**config.mk**
```make
export PLATFORM = sky130hd
export DESIGN_NAME = pvc_priority_vector_controller
export DESIGN_NICKNAME = d
export VERILOG_FILES = /design/src/rtl/pvc_priority_vector_controller.v /design/src/rtl/pvc_slot_table.v
export VERILOG_INCLUDE_DIRS = /design/src /design/src/rtl
export SDC_FILE = /design/constraint.sdc
export NUM_CORES = 2
export LEC_CHECK = 0
export BUFFER_PORTS_ARGS = -buffer_cell sky130_fd_sc_hd__buf_2
export CAP_MARGIN = 30
export CORE_MARGIN = 5
export CORE_UTILIZATION = 45
export CTS_BUF_LIST = sky130_fd_sc_hd__clkbuf_16
export DETAILED_ROUTE_END_ITERATION = 7
export MAX_ROUTING_LAYER = met4
export PLACE_DENSITY = 0.65
export SLEW_MARGIN = 10
export SYNTH_ARGS = -nofsm -noshare
export SYNTH_HDL_FRONTEND = slang
export SYNTH_SLANG_ARGS = --single-unit
```
**constraint.sdc**
```tcl
create_clock -name i_core_clk -period 4.6 [get_ports i_core_clk]
set_input_delay 0.69 -clock i_core_clk [delete_from_list [all_inputs] [get_ports i_core_clk]]
set_output_delay 0.69 -clock i_core_clk [all_outputs]
set_load 0.1 [all_outputs]
```
**src/rtl/pvc_regs.vh**
```
// Constants of the priority vector controller.
`ifndef PVC_REGS_VH
`define PVC_REGS_VH
`define PVC_CHANNELS 17
`define PVC_SLOTS 16
`define PVC_SLOT_BITS 4
`define PVC_CH_BITS 5
`define PVC_ADDR_W 32
`define PVC_CH_WATCHDOG 0
`define PVC_CH_SOFT 1
`define PVC_CH_DBG_RX 2
`define PVC_CH_DBG_TX 3
`define PVC_CH_TIMER0 4
`define PVC_CH_TIMER1 5
`define PVC_CH_SERIAL0 6
`define PVC_CH_SERIAL1 7
`define PVC_CH_PWM 8
`define PVC_CH_I2C 9
`define PVC_CH_SPI 10
`define PVC_CH_UNUSED 11
`define PVC_CH_SYNTH 12
`define PVC_CH_RTC 13
`define PVC_CH_EXT0 14
`define PVC_CH_EXT1 15
`define PVC_CH_EXT2 16
`define PVC_PWM_MATCHES 7
`define PVC_TIMER_EVENTS 8
`define PVC_RST_DEFAULT_ADDR 32'h00000000
`endif

```
**src/rtl/pvc_priority_vector_controller.v**
```verilog
// Priority vector controller: sorts peripheral requests into three classes.
// What this block does
// - Fast requests take precedence over all vectored and plain requests.
// - All fast-class requests merge into one fast interrupt output.
// - A status word shows requesting fast sources, one bit each.
// - Sixteen vectored slots; any channel may be assigned to any slot.
// - Slot 0 wins over all slots, slot 15 loses, fixed order.
// - Vectored rank below fast; plain requests rank below vectored.
// - Normal interrupt output is high while any vectored or plain request.
// - Vector address gives handler of the best requesting vectored slot.
// - With no vectored request, vector address gives the default handler.
// - A status word shows active normal-interrupt requests.
// - Class and slot settings are programmable at run time.
// - Channel 0 is watchdog; channel 1 is software only.
// - Channels 2,3 debug comms; channels 4,5 timer 0 and 1 events.
// - Channels 6,7 carry the serial ports' four request kinds.
// - Channel 7 also carries the second port's modem status change.
// - Channel 12 synthesizer lock, channel 13 clock count and alarm.
// - Channels 14 to 16 carry external requests zero to two.
`timescale 1ns/1ps
`default_nettype none
`include "pvc_regs.vh"
module pvc_priority_vector_controller #(
  parameter CHANNELS = `PVC_CHANNELS,
  parameter SLOTS = `PVC_SLOTS,
  parameter CH_W = `PVC_CH_BITS,
  parameter ADDR_W = `PVC_ADDR_W
) (
  input wire i_core_clk,
  input wire i_rst,
  input wire i_watchdog_timeout_flag,
  input wire i_soft_request,
  input wire i_debug_comms_receive,
  input wire i_debug_comms_transmit,
  input wire [`PVC_TIMER_EVENTS-1:0] i_timer0_flags,
  input wire [`PVC_TIMER_EVENTS-1:0] i_timer1_flags,
  input wire i_serial0_receive_line_status,
  input wire i_serial0_transmit_holding_empty,
  input wire i_serial0_receive_data_available,
  input wire i_serial0_character_timeout,
  input wire i_serial1_receive_line_status,
  input wire i_serial1_transmit_holding_empty,
  input wire i_serial1_receive_data_available,
  input wire i_serial1_character_timeout,
  input wire i_serial1_modem_status_change,
  input wire [`PVC_PWM_MATCHES-1:0] i_pwm_match_flags,
  input wire i_i2c_state_change,
  input wire i_spi_transfer_done,
  input wire i_spi_mode_fault,
  input wire i_synth_lock_flag,
  input wire i_clock_counter_increment,
  input wire i_clock_alarm_flag,
  input wire i_external_request_zero,
  input wire i_external_request_one,
  input wire i_external_request_two,
  input wire [CHANNELS-1:0] i_enable_mask,
  input wire [CHANNELS-1:0] i_fast_select,
  input wire i_slot_wr,
  input wire [3:0] i_slot_index,
  input wire [CH_W-1:0] i_slot_channel,
  input wire i_slot_enable,
  input wire [ADDR_W-1:0] i_slot_addr,
  input wire i_default_wr,
  input wire [ADDR_W-1:0] i_default_addr,
  output reg o_fast_interrupt_request,
  output reg o_normal_interrupt_request,
  output reg [CHANNELS-1:0] o_fast_status,
  output reg [CHANNELS-1:0] o_normal_status,
  output reg [CHANNELS-1:0] o_raw_status,
  output reg [ADDR_W-1:0] o_vector_addr,
  output reg o_vector_hit,
  output reg [3:0] o_vector_slot
);
  // ****************************************
  // Request gathering
  // ****************************************
  // Peripheral flags are merged here so that one line per channel enters
  // the sorting logic, whatever each peripheral holds inside.
  wire [CHANNELS-1:0] raw;
  assign raw[`PVC_CH_WATCHDOG] = i_watchdog_timeout_flag;
  assign raw[`PVC_CH_SOFT] = i_soft_request;
  assign raw[`PVC_CH_DBG_RX] = i_debug_comms_receive;
  assign raw[`PVC_CH_DBG_TX] = i_debug_comms_transmit;
  assign raw[`PVC_CH_TIMER0] = |i_timer0_flags;
  assign raw[`PVC_CH_TIMER1] = |i_timer1_flags;
  assign raw[`PVC_CH_SERIAL0] = i_serial0_receive_line_status |
    i_serial0_transmit_holding_empty | i_serial0_receive_data_available |
    i_serial0_character_timeout;
  assign raw[`PVC_CH_SERIAL1] = i_serial1_receive_line_status |
    i_serial1_transmit_holding_empty | i_serial1_receive_data_available |
    i_serial1_character_timeout | i_serial1_modem_status_change;
  assign raw[`PVC_CH_PWM] = |i_pwm_match_flags;
  assign raw[`PVC_CH_I2C] = i_i2c_state_change;
  assign raw[`PVC_CH_SPI] = i_spi_transfer_done | i_spi_mode_fault;
  assign raw[`PVC_CH_UNUSED] = 1'b0;
  assign raw[`PVC_CH_SYNTH] = i_synth_lock_flag;
  assign raw[`PVC_CH_RTC] = i_clock_counter_increment |
    i_clock_alarm_flag;
  assign raw[`PVC_CH_EXT0] = i_external_request_zero;
  assign raw[`PVC_CH_EXT1] = i_external_request_one;
  assign raw[`PVC_CH_EXT2] = i_external_request_two;

  // ****************************************
  // Class settings
  // ****************************************
  reg [CHANNELS-1:0] enables;
  reg [CHANNELS-1:0] fast_sel;
  reg [ADDR_W-1:0] default_addr;
  // Enables and fast selects are sampled every cycle so software may retune at run time; default_addr only on i_default_wr.
  always @(posedge i_core_clk) begin
    if (i_rst) begin
      enables <= {CHANNELS{1'b0}};
      fast_sel <= {CHANNELS{1'b0}};
      default_addr <= `PVC_RST_DEFAULT_ADDR;
    end else begin
      enables <= i_enable_mask;
      fast_sel <= i_fast_select;
      if (i_default_wr) begin
        default_addr <= i_default_addr;
      end
    end
  end

  wire [SLOTS*CH_W-1:0] slot_channels;
  wire [SLOTS-1:0] slot_enables;
  wire [SLOTS*ADDR_W-1:0] slot_addrs;
  pvc_slot_table #(
    .SLOTS(SLOTS),
    .CH_W(CH_W),
    .ADDR_W(ADDR_W)
  ) u_slots (
    .i_core_clk(i_core_clk),
    .i_rst(i_rst),
    .i_wr(i_slot_wr),
    .i_slot(i_slot_index),
    .i_channel(i_slot_channel),
    .i_enable(i_slot_enable),
    .i_addr(i_slot_addr),
    .o_channels(slot_channels),
    .o_enables(slot_enables),
    .o_addrs(slot_addrs)
  );

  // ****************************************
  // Classification
  // ****************************************
  wire [CHANNELS-1:0] active = raw & enables;
  wire [CHANNELS-1:0] fast_req = active & fast_sel;
  wire [CHANNELS-1:0] norm_req = active & ~fast_sel;
  wire [SLOTS-1:0] slot_req;
  wire [SLOTS*CHANNELS-1:0] slot_claims;
  genvar s;
  generate
    for (s = 0; s < SLOTS; s = s + 1) begin : claim
      wire [CH_W-1:0] ch = slot_channels[s*CH_W +: CH_W];
      wire valid = slot_enables[s] && (ch < CHANNELS);
      // A fast channel never counts as vectored, which keeps fast first.
      assign slot_req[s] = valid && norm_req[ch];
      assign slot_claims[s*CHANNELS +: CHANNELS] =
        valid ? ({{(CHANNELS-1){1'b0}}, 1'b1} << ch) : {CHANNELS{1'b0}};
    end
  endgenerate

  reg [CHANNELS-1:0] vectored_ch;
  integer k;
  always @* begin
    vectored_ch = {CHANNELS{1'b0}};
    for (k = 0; k < SLOTS; k = k + 1) begin
      vectored_ch = vectored_ch | slot_claims[k*CHANNELS +: CHANNELS];
    end
  end
  // Unassigned enabled channels not selected as fast fall through to the plain class.
  wire [CHANNELS-1:0] plain_req = norm_req & ~vectored_ch;

  // ****************************************
  // Slot arbitration
  // ****************************************
  reg next_hit;
  reg [3:0] next_slot;
  reg [ADDR_W-1:0] next_addr;
  integer j;
  always @* begin
    next_hit = 1'b0;
    next_slot = 4'h0;
    next_addr = default_addr;
    // Walk downward so that the lowest numbered slot is assigned last.
    for (j = SLOTS - 1; j >= 0; j = j - 1) begin
      if (slot_req[j]) begin
        next_hit = 1'b1;
        next_slot = j[3:0];
        next_addr = slot_addrs[j*ADDR_W +: ADDR_W];
      end
    end
  end

  // ****************************************
  // Outputs
  // ****************************************
  // Registering costs one cycle of latency but gives glitch-free lines.
  always @(posedge i_core_clk) begin
    if (i_rst) begin
      o_fast_interrupt_request <= 1'b0;
      o_normal_interrupt_request <= 1'b0;
      o_fast_status <= {CHANNELS{1'b0}};
      o_normal_status <= {CHANNELS{1'b0}};
      o_raw_status <= {CHANNELS{1'b0}};
      o_vector_addr <= `PVC_RST_DEFAULT_ADDR;
      o_vector_hit <= 1'b0;
      o_vector_slot <= 4'h0;
    end else begin
      o_fast_interrupt_request <= |fast_req;
      o_normal_interrupt_request <= (|slot_req) | (|plain_req);
      o_fast_status <= fast_req;
      o_normal_status <= norm_req;
      o_raw_status <= raw;
      o_vector_addr <= next_addr;
      o_vector_hit <= next_hit;
      o_vector_slot <= next_slot;
    end
  end
endmodule
`default_nettype wire

```
**src/rtl/pvc_slot_table.v**
```verilog
// Per-slot storage of vectored slot settings: channel, enable, address.
`timescale 1ns/1ps
`default_nettype none
module pvc_slot_table #(
  parameter SLOTS = 16,
  parameter CH_W = 5,
  parameter ADDR_W = 32
) (
  input wire i_core_clk,
  input wire i_rst,
  input wire i_wr,
  input wire [3:0] i_slot,
  input wire [CH_W-1:0] i_channel,
  input wire i_enable,
  input wire [ADDR_W-1:0] i_addr,
  output reg [SLOTS*CH_W-1:0] o_channels,
  output reg [SLOTS-1:0] o_enables,
  output reg [SLOTS*ADDR_W-1:0] o_addrs
);
  // ****************************************
  // Slot registers
  // ****************************************
  genvar g;
  generate
    for (g = 0; g < SLOTS; g = g + 1) begin : slot
      always @(posedge i_core_clk) begin
        if (i_rst) begin
          o_channels[g*CH_W +: CH_W] <= {CH_W{1'b0}};
          o_enables[g] <= 1'b0;
          o_addrs[g*ADDR_W +: ADDR_W] <= {ADDR_W{1'b0}};
        end else if (i_wr && (i_slot == g)) begin
          o_channels[g*CH_W +: CH_W] <= i_channel;
          o_enables[g] <= i_enable;
          o_addrs[g*ADDR_W +: ADDR_W] <= i_addr;
        end
      end
    end
  endgenerate
endmodule
`default_nettype wire

```
# --- After elaboration in Yosys (flattened, before gate mapping) ---
# Cells that the tools add are included.
totals:
  regBits: 764
  inputBits: 157
  output_inout_bits: 90
  wordCells: 311
op_classes:
  order_cmp: 32
  n_eq_ne: 15
  shift: 16
  mux: 95
  bitwise_logic: 31
  reduce_logical: 59
op_table:
  columns: ["cell", "count"]
  rows:
  - ["32-bit two-way mux", 16]
  - ["17-bit two-way mux", 16]
  - ["1-bit by 5-bit << shifter with 17-bit output, first input constant", 16]
  - ["17-bit bitwise OR", 15]
  - ["5-bit by 6-bit < comparator with 1-bit output, second input constant", 16]
  - ["1-bit binary-select mux with 5-bit select", 16]
  - ["5-bit < comparator, second input constant", 16]
  - ["17-bit bitwise AND", 4]
  - ["1-bit logical AND", 48]
  - ["17-bit inverter", 2]
  - ["17-bit OR reduction", 2]
  - ["1-bit two-way mux", 33]
  - ["4-bit == test, second input constant", 8]
  - ["4-bit two-way mux", 8]
  - ["4-bit by 3-bit == test with 1-bit output, second input constant", 4]
  - ["16-bit OR reduction", 1]
  - ["8-bit OR reduction", 2]
  - ["3-bit two-way mux", 4]
  - ["1-bit bitwise OR", 10]
  - ["9-bit OR reduction", 1]
  - ["4-bit by 2-bit == test with 1-bit output, second input constant", 2]
  - ["7-bit OR reduction", 1]
  - ["5-bit OR reduction", 1]
  - ["4-bit by 1-bit == test with 1-bit output, second input constant", 1]
  - ["other kinds (4)", 5]

# --- Logic depth before layout (Yosys ltp) ---
logic_depth:
  word_depth: 25
  depth_mapped: 13
  depth_no_buf: 9

# --- Modules after synthesis ---
# From an unflattened synthesis, not the netlist that was laid out.
unflattened:
  cells_unflattened: 4412
  hier_area_um2: 39714.3
modules_own_cells:
  columns: ["module", "instances", "cells_each", "area_per_inst_um2", "seq_area_each_um2"]
  rows:
  - ["pvc_slot_table", 1, 2099, 23457.5, 12171.7]
  - ["pvc_priority_vector_controller", 1, 2313, 16256.8, 3022.9]

# --- Worst setup path before layout ---
# No wires, ideal clock.
synth_timing:
  kind: "input port to flip-flop"
  from: "in i_timer1_flags[7]"
  to: "reg o_vector_addr[10]"
  setup_ps: 117
  arrival_time_ps: 3350
  required_time_ps: 4483
  slack_ps: 1133
  cell_stages: 10
  path_buffers: 1
  cell_sequence: "or4_1 -> o21a_1 -> a311o_1 -> a311o_1 -> nand4_1 -> buf_2 -> mux2i_1 -> a2bb2oi_1 -> a211o_1 -> a32o_1"
synth_via:
  elab_chain_cells: 22
  elab_cells_between_ends: 67
  classes_between: "48 x mux; 2 x bitwise; 17 x reduce/logical"
synth_rtl:
  columns: ["element", "line", "source"]
  rows:
  - ["start: declaration", "pvc_priority_vector_controller.v:36", "input wire [`PVC_TIMER_EVENTS-1:0] i_timer1_flags,"]
  - ["8-bit OR reduction *", "pvc_priority_vector_controller.v:85", "assign raw[`PVC_CH_TIMER1] = |i_timer1_flags;"]
  - ["17-bit bitwise AND *", "pvc_priority_vector_controller.v:147", "wire [CHANNELS-1:0] active = raw & enables;"]
  - ["17-bit bitwise AND *", "pvc_priority_vector_controller.v:149", "wire [CHANNELS-1:0] norm_req = active & ~fast_sel;"]
  - ["1-bit binary-select mux with 5-bit select", "pvc_priority_vector_controller.v:158", "assign slot_req[s] = valid && norm_req[ch];"]
  - ["1-bit two-way mux (implied by the code)", "pvc_priority_vector_controller.v:158", null]
  - ["1-bit logical AND", "pvc_priority_vector_controller.v:158", null]
  - ["32-bit two-way mux (15 in series)", "pvc_priority_vector_controller.v:188", "if (slot_req[j]) begin"]
  - ["32-bit two-way mux *", "pvc_priority_vector_controller.v:188", null]
  - ["end signal: assignment", "pvc_priority_vector_controller.v:207", "o_vector_addr <= `PVC_RST_DEFAULT_ADDR;"]
  - ["end signal: assignment", "pvc_priority_vector_controller.v:216", "o_vector_addr <= next_addr;"]
  - ["end: declaration", "pvc_priority_vector_controller.v:70", "output reg [ADDR_W-1:0] o_vector_addr,"]
# Mark *: on every way between the ends. The rest lies on a longest branch, timed or not. The select of a mux whose other input is x is not followed.
# A chain may end at the register's enable or synchronous reset.

# --- Final worst setup path ---
layout_timing:
  from: "reg fast_sel[13]"
  to: "reg o_vector_addr[18]"
layout_via:
  elab_chain_cells: 21
  elab_cells_between_ends: 66
  classes_between: "48 x mux; 2 x bitwise; 16 x reduce/logical"
layout_rtl:
  columns: ["element", "line", "source"]
  rows:
  - ["start: declaration", "pvc_priority_vector_controller.v:107", "reg [CHANNELS-1:0] fast_sel;"]
  - ["start signal: assignment", "pvc_priority_vector_controller.v:113", "fast_sel <= {CHANNELS{1'b0}};"]
  - ["start signal: assignment", "pvc_priority_vector_controller.v:117", "fast_sel <= i_fast_select;"]
  - ["17-bit inverter *", "pvc_priority_vector_controller.v:149", null]
  - ["17-bit bitwise AND *", "pvc_priority_vector_controller.v:149", null]
  - ["1-bit binary-select mux with 5-bit select", "pvc_priority_vector_controller.v:158", null]
  - ["1-bit two-way mux (implied by the code)", "pvc_priority_vector_controller.v:158", null]
  - ["1-bit logical AND", "pvc_priority_vector_controller.v:158", null]
  - ["32-bit two-way mux (15 in series)", "pvc_priority_vector_controller.v:188", null]
  - ["32-bit two-way mux *", "pvc_priority_vector_controller.v:188", null]
# Marked as above.

==> impl_results.md <==
* PortBufs at 241
* Critical Path AT at 4.57 ns
* Chip width at a little under 300 µm
* Clk slew on worst S/H paths at around 0.07 ns
* TritonCTS clock tree: yes
* Final ANT Viol Nets at 0
* Flop pwr share at between 40% and 50%
* CTS max path bufs at 3
* Vias in the first global route at between 30,000 and 40,000
* Max Cap Violations at 0
* Switching pwr at 3.89 mW
* Global placer's final weighted congestion at between 1 and 1.5
* Ys flop type: dfxtp_1
* Sw frac at roughly 27%
* Post-synth ARST share at 0%
* CP Data Required Time at between 5 and 6 ns
* Share of layout cells above drive strength 1 at 13.1%
* Die area at 85,900 µm²
* Max-slew violations at 0
* Clock Sinks at ~760
* Syn Area/Cell at 7.47 µm²
* Initial antenna violation count at 5
* Worst setup margin at approximately 0.65 ns
* PD cells at 349 nW/µm²
* Hold slack final at 0.241 ns
* Flops & latches, synth at 759
* Fillers at 7,654
* Starting Density at 45.5%
* Status: finished clean
* Crit end category: flop
* Post-CTS Setup Inserts at 0
* CTS Hold Bufs at 0
* Total number of vias at around 38,000
* IO Pins at 247
* Synthesized area at 36,100 µm²
* Synth Warn # at 0
* Drt drc at 0
* Leak at 14.9 nW
* Place WS at 0.150 ns
* H-tree depth at 3
* Final Setup Violations at 0
* Nets at 5,030
* FMAX at between 0.2 and 0.3 GHz
* Comb pwr share at 8.4%
* Vias per cell at 6.40
* Final period utilization at 85.9%
* Drt first pass iters at 7
* Post-synth EDFFs at 0
* Crit Path Class: reg2reg
* Dpl hpwl at 113 mm
* Worst-margin pin slew at 1.05 ns
* DRT iter0 DRCs at 6,057
* Unique cell type count in the Yosys netlist at between 80 and 90
* Clk root buf: clkbuf_16
* Final WL at 170 mm
* Largest net degree at the start of global routing at 170
* Routed len/inst at 28.3 µm
* Global-route wire length before repair at 244 mm
* Setup TNS at 0 ns
* Congestion Overflow GR at 0
* Synthesis-to-finish area growth at 15.5%
* Tot GR Track Use at 38.7%
* Hold Crit Start: i_enable_mask[16]
* Worst setup path startpoint: fast_sel[13]
* Power Internal at 10.6 mW
* Critical Path Fanout Max at 32
* Sequential area share after synthesis at between 40% and 50%
* Fin. Hold Viols at 0
* Area of the core at 79,300 µm²
* RSZ-0062 raised after global routing: no
* Worst Hold Class: in2reg
* Worst skew pair latency at 0.67 ns
* CTS buffer count at 83
* Chip height at 293 µm
* Min cycle time layout at 3.95 ns
* Worst Skew at 0.0618 ns
* IR Drop Worst-Case VDD at 291 µV
* # resized after CTS at 0
* Clock share of power at between 40 and 50%
* Synth Instances at a little under 5,000
* Critical path launch point type: flop
* Crit Reg-Reg Startpoint: fast_sel[13]
* Rows at a little over 100
* Slew margin rel. at between 20% and 30%
## metrics by stage
| stage | instance area [µm²] | total power, mW | utilization, % | std cells |
|---|---|---|---|---|
| 5_1_grt | 41600 | 14.9 | 52.5 | 5987 |
| 6_report | 41600 | 14.5 | 52.5 | 5991 |
| 3_5_place_dp | 39000 | 8.14 | 49.2 | 5836 |
| 2_1_floorplan | 36100 | 7.67 | - | 4828 |
| 3_3_place_gp | 38800 | 8.13 | 48.9 | 5828 |
| 4_1_cts | 41600 | 14.5 | 52.5 | 5981 |
## flip-flops by register name, indices dropped and copies added (netlist names), 32 cells and up
| signal | flops |
|---|---|
| default_addr | 32 |
| o_vector_addr | 32 |
| u_slots.o_addrs | 512 |
| u_slots.o_channels | 80 |
## layout make-up
| type | instances | area, µm² | area share (%) |
|---|---|---|---|
| antenna | 8 | 20.0 | 0.0481 |
| clock buffer | 84 | 2100 | 5.05 |
| clock inverter | 61 | 510 | 1.23 |
| inverter | 27 | 101 | 0.243 |
| multi-input combinational | 3562 | 19200 | 46.0 |
| sequential | 759 | 15200 | 36.5 |
| tap | 1050 | 1310 | 3.16 |
| timing repair buffer | 440 | 3220 | 7.74 |
## cell families after synthesis
kind of cell / share of synthesized area [%]
compound gates: 23.9
mux: 3.38
buf+inv: 5.46
other cells: 0.0104
flops: 42.1
simple gates: 25.2
## layer usage
| metal | up-vias | GRT usage, % | part of all wire (%) |
|---|---|---|---|
| li1 | 17000 | - | - |
| met1 | 18400 | 51.5 | 40 |
| met2 | 2498 | 57.9 | 44 |
| met3 | 500 | 7.58 | 11 |
| met4 | 0 | 16.3 | 4.9 |
| met5 | - | - | 0 |
## placed cells by master (no fill, tap or decap), types with 14 or more instances in the layout
cell type	Yosys	final
nor3_1	48	43
nand3_1	84	79
nor2b_1	80	80
nand3b_1	26	26
nor2_1	292	279
nand2_1	1340	1327
mux4_2	17	17
a2111oi_0	41	41
a21oi_1	641	640
inv_1	26	44
buf_4	4	159
clkinv_1	1	17
o32ai_1	19	19
mux2i_1	79	79
o22ai_1	108	108
a222oi_1	32	32
clkbuf_16	0	84
o211ai_1	43	43
o221ai_1	37	37
a211oi_1	14	14
a221oi_1	40	40
or3_1	14	14
nor2_4	0	15
a211o_1	35	35
buf_2	22	240
nor4_1	22	21
a32o_1	36	36
dfxtp_1	759	759
a31oi_1	21	19
buf_12	0	36
o21ai_0	127	126
nand4_1	23	23
a2bb2oi_1	34	34
nand2b_1	74	74
o21ai_1	38	38
## power groups by stage
stage	Combinational [mW]	Sequential (mW)	Clock (mW)
2_1_floorplan	0.556	7.11	0
3_3_place_gp	1.18	6.95	0
3_5_place_dp	1.19	6.95	0
4_1_cts	1.19	6.80	6.55
5_1_grt	1.27	6.82	6.82
6_report	1.22	6.81	6.51
## synthesized netlist by cell type, types with 14 or more instances
library cell	instances	area share (%)
nor2_1	292	3.0
mux2i_1	79	2.2
o221ai_1	37	0.90
mux4_2	17	1.1
clkbuf_1	420	4.4
a211o_1	35	0.85
a222oi_1	32	0.89
o21ai_0	127	1.8
inv_1	26	0.27
a2111oi_0	41	1.0
a31oi_1	21	0.36
or3_1	14	0.24
a2bb2oi_1	34	0.83
a221oi_1	40	0.97
nand3_1	84	1.2
o22ai_1	108	1.9
nand3b_1	26	0.54
buf_2	22	0.31
a211oi_1	14	0.29
o211ai_1	43	0.90
nand4_1	23	0.40
nor3_1	48	0.67
dfxtp_1	759	42
a21oi_1	641	8.9
nor4_1	22	0.38
o32ai_1	19	0.46
nand2b_1	74	1.3
a32o_1	36	1.0
nor2b_1	80	1.4
o21ai_1	38	0.53
nand2_1	1340	14
buf_1	31	0.32
## worst max-delay path: stages (launching register included)
cell and delay, ns:
dfxtp_1 0.53, nor2_1 0.91, o21ai_0 0.24, a211oi_1 0.60
nor2_4 0.12, nand2_1 0.15, buf_12 0.25, o22ai_1 0.13
a2111oi_0 0.63, buf_4 0.21, a32o_1 0.15
## final timing paths
check,endpoint,slack [ns],depth (start not counted)
setup / recovery,o_vector_addr[18],0.65,10
hold / removal,enables[16],0.24,2
setup reg to reg,o_vector_addr[18],0.65,10
hold reg to reg,o_fast_status[9],0.45,2
No activity file was read; power rests on OpenSTA's default activity.
